--- config.mk ---
export PLATFORM = sky130hd
export DESIGN_NAME = dual_slot_power_switch_regs
export DESIGN_NICKNAME = d
export VERILOG_FILES = /design/src/pwr_switch_pkg.sv /design/src/fault_timer.sv /design/src/dual_slot_power_switch_regs.sv
export VERILOG_INCLUDE_DIRS = /design/src
export SDC_FILE = /design/constraint.sdc
export NUM_CORES = 1
export LEC_CHECK = 0
export ABC_CLOCK_PERIOD_IN_PS = 3700
export BUFFER_PORTS_ARGS = -buffer_cell sky130_fd_sc_hd__buf_2
export CORE_ASPECT_RATIO = 2
export CORE_MARGIN = 2
export CORE_UTILIZATION = 60
export CTS_BUF_LIST = sky130_fd_sc_hd__clkbuf_4 sky130_fd_sc_hd__clkbuf_8 sky130_fd_sc_hd__clkbuf_16
export DETAILED_ROUTE_END_ITERATION = 6
export GPL_TIMING_DRIVEN = 0
export PLACE_DENSITY = 0.79
export SLEW_MARGIN = 20
export SYNTH_ARGS = -nofsm -noshare
export SYNTH_HDL_FRONTEND = slang
export SYNTH_SLANG_ARGS = --single-unit
--- constraint.sdc ---
create_clock -name clk_sys -period 3.7 [get_ports clk_sys]
set_clock_uncertainty 0.05 [all_clocks]
set_input_delay 0.185 -clock clk_sys [delete_from_list [all_inputs] [get_ports clk_sys]]
set_output_delay 0.185 -clock clk_sys [all_outputs]
set_load 0.02 [all_outputs]
--- src/pwr_switch_params.svh ---
// register map, reset values, field positions and timing counts of the power switch register bank
`ifndef PWR_SWITCH_PARAMS_SVH
`define PWR_SWITCH_PARAMS_SVH

// register numbers
`define REG_SLOT_A_MAIN_LIMIT_CFG  8'h00
`define REG_SLOT_A_MAIN_TIMING_CFG 8'h01
`define REG_SLOT_A_AUX_CFG         8'h02
`define REG_SLOT_B_MAIN_LIMIT_CFG  8'h03
`define REG_SLOT_B_MAIN_TIMING_CFG 8'h04
`define REG_SLOT_B_AUX_CFG         8'h05
`define REG_SYSTEM_CFG             8'h06
`define REG_LATCHED_EVENT_STATUS   8'h07
`define REG_OVERCURRENT_LATCH      8'h08
`define REG_CHANNEL_LIVE_STATUS    8'h09
`define REG_COUNT                  8'h0a

// reset values
`define RST_MAIN_LIMIT_CFG 8'hbf
`define RST_TIMING_CFG     8'h01
`define RST_SYSTEM_CFG     8'h00

// field positions, limit registers
`define FLD_TRIM_LSB       0
`define FLD_GOOD_LSB       4
`define FLD_ORING_OFFSET   6
`define FLD_ORING_ON       7
// field positions, timing registers
`define FLD_FTIME_LSB      0
`define FLD_CHANNEL_ON     5
`define FLD_START_GATE     6
`define FLD_BLEED          7
// field positions, system register
`define FLD_PULLDOWN_TEST  0
`define FLD_RETRY_SEL      1
`define FLD_AUX_ORING_ON   3
`define FLD_INRUSH_BOOST   4
`define FLD_ALERT_MASK_A   5
`define FLD_ALERT_MASK_B   6
`define FLD_LOSS_OVERRIDE  7

// fault time step and clock period
`define FAULT_UNIT_NS      500000
`define CLK_PERIOD_NS      8
`define FAULT_UNIT_CYC     (`FAULT_UNIT_NS / `CLK_PERIOD_NS)

`endif

--- src/pwr_switch_pkg.sv ---
// types shared by the power switch register bank and its fault timers
package pwr_switch_pkg;

   // channel sequencer states, one-hot
   typedef enum logic [2:0] {
      CH_OFF   = 3'b001,
      CH_RUN   = 3'b010,
      CH_FAULT = 3'b100
   } chan_state_e;

   // fault timer state
   typedef struct packed {
      logic [16:0] pre;
      logic [4:0]  units;
      logic        done;
      logic        pulse;
   } ftimer_s;

   // register bank state
   typedef struct packed {
      logic [6:0][7:0]   cfg;
      logic [7:0]        evt;
      logic [7:0]        ocr;
      logic              alertOe;
      logic [7:0]        rdData;
      chan_state_e [3:0] chState;
      logic [15:0]       syncA;
      logic [15:0]       syncB;
      logic [3:0]        pgPrev;
      logic [3:0]        limPrev;
      logic [3:0]        ftPrev;
      logic              slot_a_pass_gate_drive;
      logic              slot_b_pass_gate_drive;
      logic              blockA;
      logic              blockB;
      logic              auxOnA;
      logic              auxOnB;
   } regs_s;

endpackage

--- src/fault_timer.sv ---
// per-channel fault timer counting half-millisecond units while in current limit
`timescale 1ns/1ps
`default_nettype none

module fault_timer
   import pwr_switch_pkg::*;
#(
   parameter int unsigned UNIT_CYCLES = 62500
) (
   input  wire logic       clk_sys,   // system clock
   input  wire logic       reset_n,   // async reset, active low
   input  wire logic       active,    // channel running and in limit
   input  wire logic [4:0] faultTime, // weighted fault time bits
   output logic            expire     // one-cycle pulse on time-out
);

   ftimer_s st_r;
   ftimer_s st_nxt;

   // count units, stop when elapsed time equals the weighted sum
   always_comb begin
      st_nxt       = st_r;
      st_nxt.pulse = 1'b0;
      if (!active) begin
         st_nxt.pre   = '0;
         st_nxt.units = '0;
         st_nxt.done  = 1'b0;
      end else if (!st_r.done) begin
         if (st_r.units == faultTime) begin
            st_nxt.done  = 1'b1;
            st_nxt.pulse = 1'b1;
         end else if (st_r.pre == 17'(UNIT_CYCLES - 1)) begin
            st_nxt.pre   = '0;
            st_nxt.units = st_r.units + 5'h01;
         end else begin
            st_nxt.pre = st_r.pre + 17'h00001;
         end
      end
   end

   // state register
   always_ff @(posedge clk_sys or negedge reset_n) begin
      if (!reset_n) begin
         st_r <= '0;
      end else begin
         st_r <= st_nxt;
      end
   end

   assign expire = st_r.pulse;

endmodule // fault_timer

`default_nettype wire

--- src/dual_slot_power_switch_regs.sv ---
// control and status register bank of the dual-slot power switch with channel sequencing
//
// Behaviour
// RQ1 - ten 8-bit registers numbered 0 to 9, selected by register number
// RQ2 - registers 7, 8, 9 read-only, writes ignored; 0 to 6 read and write
// RQ3 - regs 0,1 slot A main; 2 slot A aux; 3,4 slot B main; 5 slot B aux
// RQ4 - register 6 holds eight system configuration bits for both slots
// RQ5 - limit bits 3:0 trim current limit and fast trip, default all ones
// RQ6 - limit bits 5:4 lower power-good threshold when cleared, default ones
// RQ7 - limit bit 6 moves oring turn-off threshold to positive offset
// RQ8 - limit bit 7 cleared forces block gate drive low
// RQ9 - main timing bits 4:0 set fault time in half-ms weights, bit 0 set
// RQ10 - aux bits 4:0 set aux fault time with same weights, bit 0 set
// RQ11 - main timing bit 5 clear drives pass and block gates low
// RQ12 - aux bit 5 clear keeps aux channel disabled
// RQ13 - bit 6 set blocks enabling unless output is below bleed threshold
// RQ14 - bit 7 connects the output bleed resistor when set
// RQ15 - register 7 holds latched fault and good-loss bits; new bits raise alert
// RQ16 - register 8 holds latched over-current and fast-trip events
// RQ17 - register 9 shows live channel status of all four channels
// RQ18 - all registers reached only through the serial management port
// RQ19 - alert is open-drain, pulled low on new status, released on read
// RQ20 - two mask bits keep slot A or slot B status off the alert
// RQ21 - register 7 bits clear on read; fault bit latches on timer expiry
// RQ22 - mode bit selects latch-off or automatic retry after a fault
// RQ23 - fault timer counts in limit, expires at weighted sum, latches fault
`timescale 1ns/1ps
`default_nettype none
`include "pwr_switch_params.svh"

module dual_slot_power_switch_regs
   import pwr_switch_pkg::*;
#(
   parameter int unsigned FAULT_UNIT_CYCLES = `FAULT_UNIT_CYC
) (
   input  wire logic       clk_sys,                  // system clock, 125 MHz
   input  wire logic       reset_n,                  // async reset, active low
   input  wire logic [7:0] regAddr,                  // register number from serial engine
   input  wire logic [7:0] regWrData,                // write data
   input  wire logic       regWrStrobe,              // one-cycle write request
   input  wire logic       regRdStrobe,              // one-cycle read request
   output logic      [7:0] regRdData,                // read data, valid cycle after strobe
   input  wire logic [3:0] inLimitPin,               // channel in current limit
   input  wire logic [3:0] fastTripPin,              // channel fast-trip comparator
   input  wire logic [3:0] powerGoodPin,             // channel output above good threshold
   input  wire logic [3:0] belowBleedPin,            // channel output below bleed threshold
   input  wire logic       statusAlertNIn,           // alert wire level, unused
   output logic            statusAlertNOut,          // alert drive value, always low
   output logic            statusAlertNOe,           // alert pulled low when high
   output logic            slotAPassGateDrive,       // slot A main pass gate on
   output logic            slotABlockGateDrive,      // slot A main block gate on
   output logic            slotBPassGateDrive,       // slot B main pass gate on
   output logic            slotBBlockGateDrive,      // slot B main block gate on
   output logic            slotAAuxOn,               // slot A aux switch on
   output logic            slotBAuxOn,               // slot B aux switch on
   output logic [3:0]      slotAMainLimitTrim,       // slot A limit trim bits
   output logic [1:0]      slotAMainGoodThresh,      // slot A good threshold bits
   output logic            slotAMainOringOffsetSel,  // slot A oring offset select
   output logic [3:0]      slotBMainLimitTrim,       // slot B limit trim bits
   output logic [1:0]      slotBMainGoodThresh,      // slot B good threshold bits
   output logic            slotBMainOringOffsetSel,  // slot B oring offset select
   output logic [3:0]      bleedConnect,             // bleed resistor per channel
   output logic            auxOringOn,               // aux reverse-current blocking on
   output logic            inrushBoost               // main inrush boost select
);

   // channel order: 0 slot A main, 1 slot A aux, 2 slot B main, 3 slot B aux
   localparam logic [3:0][2:0] CTL_IDX = {3'd5, 3'd4, 3'd2, 3'd1};

   regs_s      st_r;
   regs_s      st_nxt;
   logic [3:0] expire;
   logic [3:0] timerActive;

   // one fault timer per channel
   genvar gi;
   generate
      for (gi = 0; gi < 4; gi++) begin : g_timer
         assign timerActive[gi] = st_r.syncB[gi] && (st_r.chState[gi] == CH_RUN);  // [RQ23]
         fault_timer #(
            .UNIT_CYCLES (FAULT_UNIT_CYCLES)
         ) u_timer (
            .clk_sys   (clk_sys),
            .reset_n   (reset_n),
            .active    (timerActive[gi]),
            .faultTime (st_r.cfg[CTL_IDX[gi]][4:0]),  // [RQ9] [RQ10]
            .expire    (expire[gi])
         );
      end
   endgenerate

   // next-state of registers, events, alert and channels
   always_comb begin
      logic [3:0] inLim;
      logic [3:0] fTrip;
      logic [3:0] pGood;
      logic [3:0] bBleed;
      logic [7:0] evtSet;
      logic [7:0] ocrSet;
      logic [7:0] live;
      logic [7:0] unmasked;
      logic       retry;
      logic       pdTest;
      logic [7:0] ctl;
      inLim    = st_r.syncB[3:0];
      fTrip    = st_r.syncB[7:4];
      pGood    = st_r.syncB[11:8];
      bBleed   = st_r.syncB[15:12];
      evtSet   = '0;
      ocrSet   = '0;
      live     = '0;
      unmasked = '0;
      ctl      = '0;
      retry    = st_r.cfg[6][`FLD_RETRY_SEL];
      pdTest   = st_r.cfg[6][`FLD_PULLDOWN_TEST];
      st_nxt   = st_r;

      // two-flop synchronisers for analog comparator pins
      st_nxt.syncA = {belowBleedPin, powerGoodPin, fastTripPin, inLimitPin};
      st_nxt.syncB = st_r.syncA;
      st_nxt.pgPrev  = pGood;
      st_nxt.limPrev = inLim;
      st_nxt.ftPrev  = fTrip;

      // event detection per channel
      for (int c = 0; c < 4; c++) begin
         evtSet[2*c]   = st_r.pgPrev[c] && !pGood[c];    // [RQ15]
         evtSet[2*c+1] = expire[c];                      // [RQ21] [RQ23]
         ocrSet[2*c]   = inLim[c] && !st_r.limPrev[c];   // [RQ16]
         ocrSet[2*c+1] = fTrip[c] && !st_r.ftPrev[c];    // [RQ16]
         live[2*c]     = (st_r.chState[c] == CH_RUN);    // [RQ17]
         live[2*c+1]   = pGood[c];                       // [RQ17]
      end

      // register writes, status registers ignore them
      if (regWrStrobe && (regAddr < `REG_LATCHED_EVENT_STATUS)) begin  // [RQ1] [RQ2] [RQ18]
         st_nxt.cfg[regAddr[2:0]] = regWrData;
      end

      // read data mux, unmapped numbers read zero
      if (regRdStrobe) begin
         if (regAddr < `REG_LATCHED_EVENT_STATUS) begin
            st_nxt.rdData = st_r.cfg[regAddr[2:0]];  // [RQ3] [RQ4]
         end else if (regAddr == `REG_LATCHED_EVENT_STATUS) begin
            st_nxt.rdData = st_r.evt;
         end else if (regAddr == `REG_OVERCURRENT_LATCH) begin
            st_nxt.rdData = st_r.ocr;
         end else if (regAddr == `REG_CHANNEL_LIVE_STATUS) begin
            st_nxt.rdData = live;
         end else begin
            st_nxt.rdData = 8'h00;
         end
      end

      // clear on read, a set in the same cycle wins
      st_nxt.evt = st_r.evt | evtSet;
      st_nxt.ocr = st_r.ocr | ocrSet;
      if (regRdStrobe && (regAddr == `REG_LATCHED_EVENT_STATUS)) begin
         st_nxt.evt     = evtSet;  // [RQ21]
         st_nxt.alertOe = 1'b0;    // [RQ19]
      end
      if (regRdStrobe && (regAddr == `REG_OVERCURRENT_LATCH)) begin
         st_nxt.ocr = ocrSet;
      end

      // alert pulled low on any newly set unmasked status bit
      unmasked[3:0] = evtSet[3:0] & {4{!st_r.cfg[6][`FLD_ALERT_MASK_A]}};  // [RQ20]
      unmasked[7:4] = evtSet[7:4] & {4{!st_r.cfg[6][`FLD_ALERT_MASK_B]}};  // [RQ20]
      if (|unmasked) begin
         st_nxt.alertOe = 1'b1;  // [RQ15] [RQ19]
      end

      // channel sequencers
      for (int c = 0; c < 4; c++) begin
         ctl = st_r.cfg[CTL_IDX[c]];
         case (st_r.chState[c])
            CH_OFF: begin
               if (ctl[`FLD_CHANNEL_ON] && (!ctl[`FLD_START_GATE] || bBleed[c])) begin  // [RQ13]
                  st_nxt.chState[c] = CH_RUN;
               end
            end
            CH_RUN: begin
               if (!ctl[`FLD_CHANNEL_ON]) begin  // [RQ11] [RQ12]
                  st_nxt.chState[c] = CH_OFF;
               end else if (expire[c]) begin
                  st_nxt.chState[c] = CH_FAULT;
               end
            end
            CH_FAULT: begin
               if (!ctl[`FLD_CHANNEL_ON] || retry) begin  // [RQ22]
                  st_nxt.chState[c] = CH_OFF;
               end
            end
            default: begin
               st_nxt.chState[c] = CH_OFF;
            end
         endcase
      end

      // gate drives follow the next channel state
      st_nxt.slot_a_pass_gate_drive  = (st_nxt.chState[0] == CH_RUN) && !pdTest;  // [RQ11]
      st_nxt.slot_b_pass_gate_drive  = (st_nxt.chState[2] == CH_RUN) && !pdTest;  // [RQ11]
      st_nxt.blockA = st_nxt.slot_a_pass_gate_drive && st_nxt.cfg[0][`FLD_ORING_ON];  // [RQ8]
      st_nxt.blockB = st_nxt.slot_b_pass_gate_drive && st_nxt.cfg[3][`FLD_ORING_ON];  // [RQ8]
      st_nxt.auxOnA = (st_nxt.chState[1] == CH_RUN);  // [RQ12]
      st_nxt.auxOnB = (st_nxt.chState[3] == CH_RUN);  // [RQ12]
   end

   // state register with documented defaults
   always_ff @(posedge clk_sys or negedge reset_n) begin
      if (!reset_n) begin
         st_r            <= '0;
         st_r.cfg[0]     <= `RST_MAIN_LIMIT_CFG;  // [RQ5] [RQ6] [RQ7] [RQ8]
         st_r.cfg[1]     <= `RST_TIMING_CFG;
         st_r.cfg[2]     <= `RST_TIMING_CFG;
         st_r.cfg[3]     <= `RST_MAIN_LIMIT_CFG;
         st_r.cfg[4]     <= `RST_TIMING_CFG;
         st_r.cfg[5]     <= `RST_TIMING_CFG;
         st_r.cfg[6]     <= `RST_SYSTEM_CFG;
         st_r.chState[0] <= CH_OFF;
         st_r.chState[1] <= CH_OFF;
         st_r.chState[2] <= CH_OFF;
         st_r.chState[3] <= CH_OFF;
      end else begin
         st_r <= st_nxt;
      end
   end

   // outputs straight from state flops, alert drive value tied low
   assign regRdData               = st_r.rdData;
   assign statusAlertNOut         = 1'b0;
   assign statusAlertNOe          = st_r.alertOe;
   assign slotAPassGateDrive      = st_r.slot_a_pass_gate_drive;
   assign slotABlockGateDrive     = st_r.blockA;
   assign slotBPassGateDrive      = st_r.slot_b_pass_gate_drive;
   assign slotBBlockGateDrive     = st_r.blockB;
   assign slotAAuxOn              = st_r.auxOnA;
   assign slotBAuxOn              = st_r.auxOnB;
   assign slotAMainLimitTrim      = st_r.cfg[0][3:0];  // [RQ5]
   assign slotAMainGoodThresh     = st_r.cfg[0][5:4];  // [RQ6]
   assign slotAMainOringOffsetSel = st_r.cfg[0][`FLD_ORING_OFFSET];  // [RQ7]
   assign slotBMainLimitTrim      = st_r.cfg[3][3:0];  // [RQ5]
   assign slotBMainGoodThresh     = st_r.cfg[3][5:4];  // [RQ6]
   assign slotBMainOringOffsetSel = st_r.cfg[3][`FLD_ORING_OFFSET];  // [RQ7]
   assign bleedConnect            = {st_r.cfg[5][`FLD_BLEED], st_r.cfg[4][`FLD_BLEED],
                                     st_r.cfg[2][`FLD_BLEED], st_r.cfg[1][`FLD_BLEED]};  // [RQ14]
   assign auxOringOn              = st_r.cfg[6][`FLD_AUX_ORING_ON];
   assign inrushBoost             = st_r.cfg[6][`FLD_INRUSH_BOOST];
endmodule // dual_slot_power_switch_regs

`default_nettype wire

==> impl_metrics.env <==
export IMPL_wl_um=28600
export IMPL_critical_path_class="flip-flop to flip-flop"
export IMPL_synth_top_area_share_pct=47.2
export IMPL_required_ns=4.05
export IMPL_htreeDepth=1
export IMPL_layout_min_cycle_time_ns=2.83
export IMPL_end_kind="flip-flop"
export IMPL_yosysUniqueCellTypes=76
export IMPL_layout_drive_gt1_share_pct=21.0
export IMPL_tightest_slew_ns=0.933
export IMPL_ys_async_sr_fraction_pct=100
export IMPL_cts_buffers=22
export IMPL_whs_ns=0.00959
export IMPL_yosys_area_top_type="dfrtp_1"
export IMPL_r2r_start="st_r[52]"
export IMPL_hold_depth=2
export IMPL_grt_max_degree=105
export IMPL_die_area_um2=20400
export IMPL_rsz0062_at_grt="false"
export IMPL_ir_drop_mv=0.350
export IMPL_worst_path_max_delay_cell="nor4bb_2"
export IMPL_cts_tree="yes"
export IMPL_wl_per_cell_um=19.6
export IMPL_cp_arrival_ns=3.18
export IMPL_postRouteAntennaNets=0
export IMPL_whs_endpoint="st_r[135]"
export IMPL_worst_path_buf_inv=2
export IMPL_num_rows=71
export IMPL_fmax_mhz=353
export IMPL_fin_nets=1231
export IMPL_path_delay_family="buffers and inverters"
export IMPL_cts_root_buf="clkbuf_16"
export IMPL_setup_viol=0
export IMPL_hold_start="regWrData[0]"
export IMPL_critical_path_max_stage_delay_ns=0.81
export IMPL_synth_net_count=1118
export IMPL_hold_violations=0
export IMPL_min_path_type="primary input to flip-flop"
export IMPL_reg2regPathDepth=6
export IMPL_grt_pass1_vias=9182
export IMPL_viasPerCell=6.33
export IMPL_cap_viol_max_count=0
export IMPL_start_util_pct=61.1
export IMPL_synth_warnings=0
export IMPL_synth_area_um2=11500
export IMPL_relSlewSlack_pct=36.9
export IMPL_powerDensity_nw_per_um2=425
export IMPL_numPortBuffers=68
export IMPL_grt_ovfl_total=0
export IMPL_reg2reg_setup_slack_ns=0.87
export IMPL_clkSinkCount=239
export IMPL_min_period_over_period_pct=76.5
export IMPL_r2r_end="g_timer[0].u_timer.st_r[3]"
export IMPL_post_dp_hpwl_um=20400
export IMPL_power_mw=5.63
export IMPL_drtIter0Drc=533
export IMPL_clk_latency_ns=0.51
export IMPL_synthTopCellsByArea="dfrtp_1 (47%), mux2_2 (6.0%), dfstp_2 (5.0%)"
export IMPL_die_y_um=200
export IMPL_crit_path_max_fanout=10
export IMPL_io_pins=73
export IMPL_vias=9221
export IMPL_ys_seq_elements=239
export IMPL_drv_slew=0
export IMPL_track_usage_pct=29.0
export IMPL_syn_to_final_growth_pct=15.1
export IMPL_antenna_found_initial=0
export IMPL_synth_seq_area_share_pct=52.3
export IMPL_fill_cells=1401
export IMPL_cts_max_path_buffers=3
export IMPL_cts_clk_slew_worst_paths_ns=0.06
export IMPL_remaining_drc_errors=0
export IMPL_post_cts_resize_count=0
export IMPL_synth_edf_count=0
export IMPL_floorplan_core_area_um2=18800
export IMPL_cp_start_kind="flip-flop"
export IMPL_die_w_um=102
export IMPL_drtPass1Iterations=6
export IMPL_gp_congestion=0.952
export IMPL_grt_pass1_wl_um=46400
export IMPL_status="complete, no violations"
export IMPL_leakage_nw=5.82
export IMPL_path_cells="nor4bb_2, a22o_1, clkbuf_1, buf_1, o21ai_0, o31ai_1"
export IMPL_syn_inst=1073
export IMPL_synth_area_per_cell_um2=10.7
export IMPL_synth_top_flop_cell="dfrtp_1"
export IMPL_antennaDiodeCount=0
## per-layer routing
| layer | global-route usage [%] | share of wire (%) | vias up |
|---|---|---|---|
| met3 | 3.27 | 4.3 | 94 |
| met2 | 52.6 | 53 | 320 |
| met5 | 0 | 0 | - |
| met1 | 32.4 | 36 | 4584 |
| li1 | - | - | 4223 |
| met4 | 16.0 | 6.1 | 0 |
## Yosys cell counts, types with 7 or more instances
cell      instances
a211oi_1         13
a21o_1           13
a21oi_1          42
a311oi_1          8
a31oi_1          17
and3_1           13
and4_1            7
buf_4            25
clkbuf_1         34
dfrtp_1         217
dfstp_2          22
ha_1              8
inv_1            25
mux2_2           61
mux2i_1          13
nand2_1          74
nand2b_1         18
nand3_1          43
nand4_1          17
nor2_1           47
nor2b_1          16
nor3_1           26
nor3b_1          13
nor4_1           10
nor4b_1           9
o21ai_0          99
o31ai_1          44
o41ai_1           8
or3_1            11
or4_1            12
xor2_1           17
## repair_timing
| item | 4_1_cts | 5_1_grt |
|---|---|---|
| hold buffers | 19 | 0 |
| buffers inserted | 0 | 0 |
| hold endpoints to repair | 84 | 0 |
| endpoints found under the setup margin | 0 | 0 |
## per-stage QoR
step	setup TNS (ns)	worst slack [ns]	area (um^2)	util [%]	std cells
3_5_place_dp	0	0.828	12200	64.9	1398
5_1_grt	0	0.694	13200	70.3	1457
6_report	0	0.868	13200	70.3	1457
2_1_floorplan	0	1.29	11500	-	1073
4_1_cts	0	0.856	13200	70.3	1457
3_3_place_gp	-359.63	-1.67	12200	64.6	1396
## how the worst max path moves through the flow
stage / startpoint / end / slack [ns] / cells past startpoint
2_1_floorplan: g_timer[1].u_timer.st_r[7] / g_timer[1].u_timer.st_r[6] / 1.29 / 6
3_3_place_gp: reset_n / g_timer[2].u_timer.st_r[12] / -1.67 / 1
3_5_place_dp: regAddr[7] / st_r[125] / 0.83 / 7
4_1_cts: st_r[52] / g_timer[0].u_timer.st_r[10] / 0.86 / 6
5_1_grt: st_r[61] / g_timer[3].u_timer.st_r[14] / 0.69 / 7
6_report: st_r[52] / g_timer[0].u_timer.st_r[3] / 0.87 / 6
## state kept, by name, indices dropped and copies added (netlist names), 2 cells and up
signal                  cells
slotBMainLimitTrim          4
bleedConnect                4
regRdData                   8
st_r                       80
g_timer.u_timer.expire      4
slotBMainGoodThresh         2
g_timer.u_timer.st_r       92
slotAMainGoodThresh         2
st_nxt                     28
slotAMainLimitTrim          4
## final cells by class
| cell class | count | area (um^2) | share of cell area (%) |
|---|---|---|---|
| inverter | 25 | 93.8 | 0.709 |
| multi-input combinational | 743 | 5040 | 38.1 |
| sequential | 239 | 6010 | 45.4 |
| tap | 255 | 319 | 2.41 |
| timing repair buffer | 89 | 596 | 4.50 |
| clock buffer | 26 | 611 | 4.61 |
| buffer | 66 | 359 | 2.71 |
| clock inverter | 14 | 210 | 1.59 |
## layout by cell type, fill, tap and decap left out, types with 10 or more instances in the layout
cell,n
nor3_1,26
dlygate4sd3_1,19
mux2i_1,13
mux2_2,61
buf_4,25
nor2b_1,16
inv_1,25
nand2_1,74
nand3_1,43
nand4_1,17
nor3b_1,13
nand2b_1,18
dfrtp_1,217
buf_2,69
or3_1,11
o31ai_1,44
a21oi_1,42
a21o_1,13
nor4_1,10
nor2_1,47
a31oi_1,17
dfstp_2,22
clkbuf_16,23
xor2_1,17
o21ai_0,99
and3_1,13
clkbuf_1,34
a211oi_1,13
or4_1,12
## kinds of logic (layout without fill, tap and decap cells)
group                    count (synthesis)  count (layout)  share of synthesized area (%)
multiplexers                            78              78                           7.82
other                                    1               1                         0.0326
buffers and inverters                   91             220                           3.94
XOR/XNOR                                21              21                           1.60
adder cells (fa/ha/maj)                  8               8                          0.871
AND/OR/NAND/NOR                        358             358                           18.1
AO/OA/AOI/OAI                          277             277                           15.4
flip-flops                             239             239                           52.3
## power by group
group	internal [mW]	leakage, nW	switching, mW	total [mW]
Combinational	0.143	2.35	0.210	0.353
Sequential	2.69	3.07	0.0569	2.74
Clock	1.54	0.398	0.996	2.54
(Power assumes the default switching activity.)
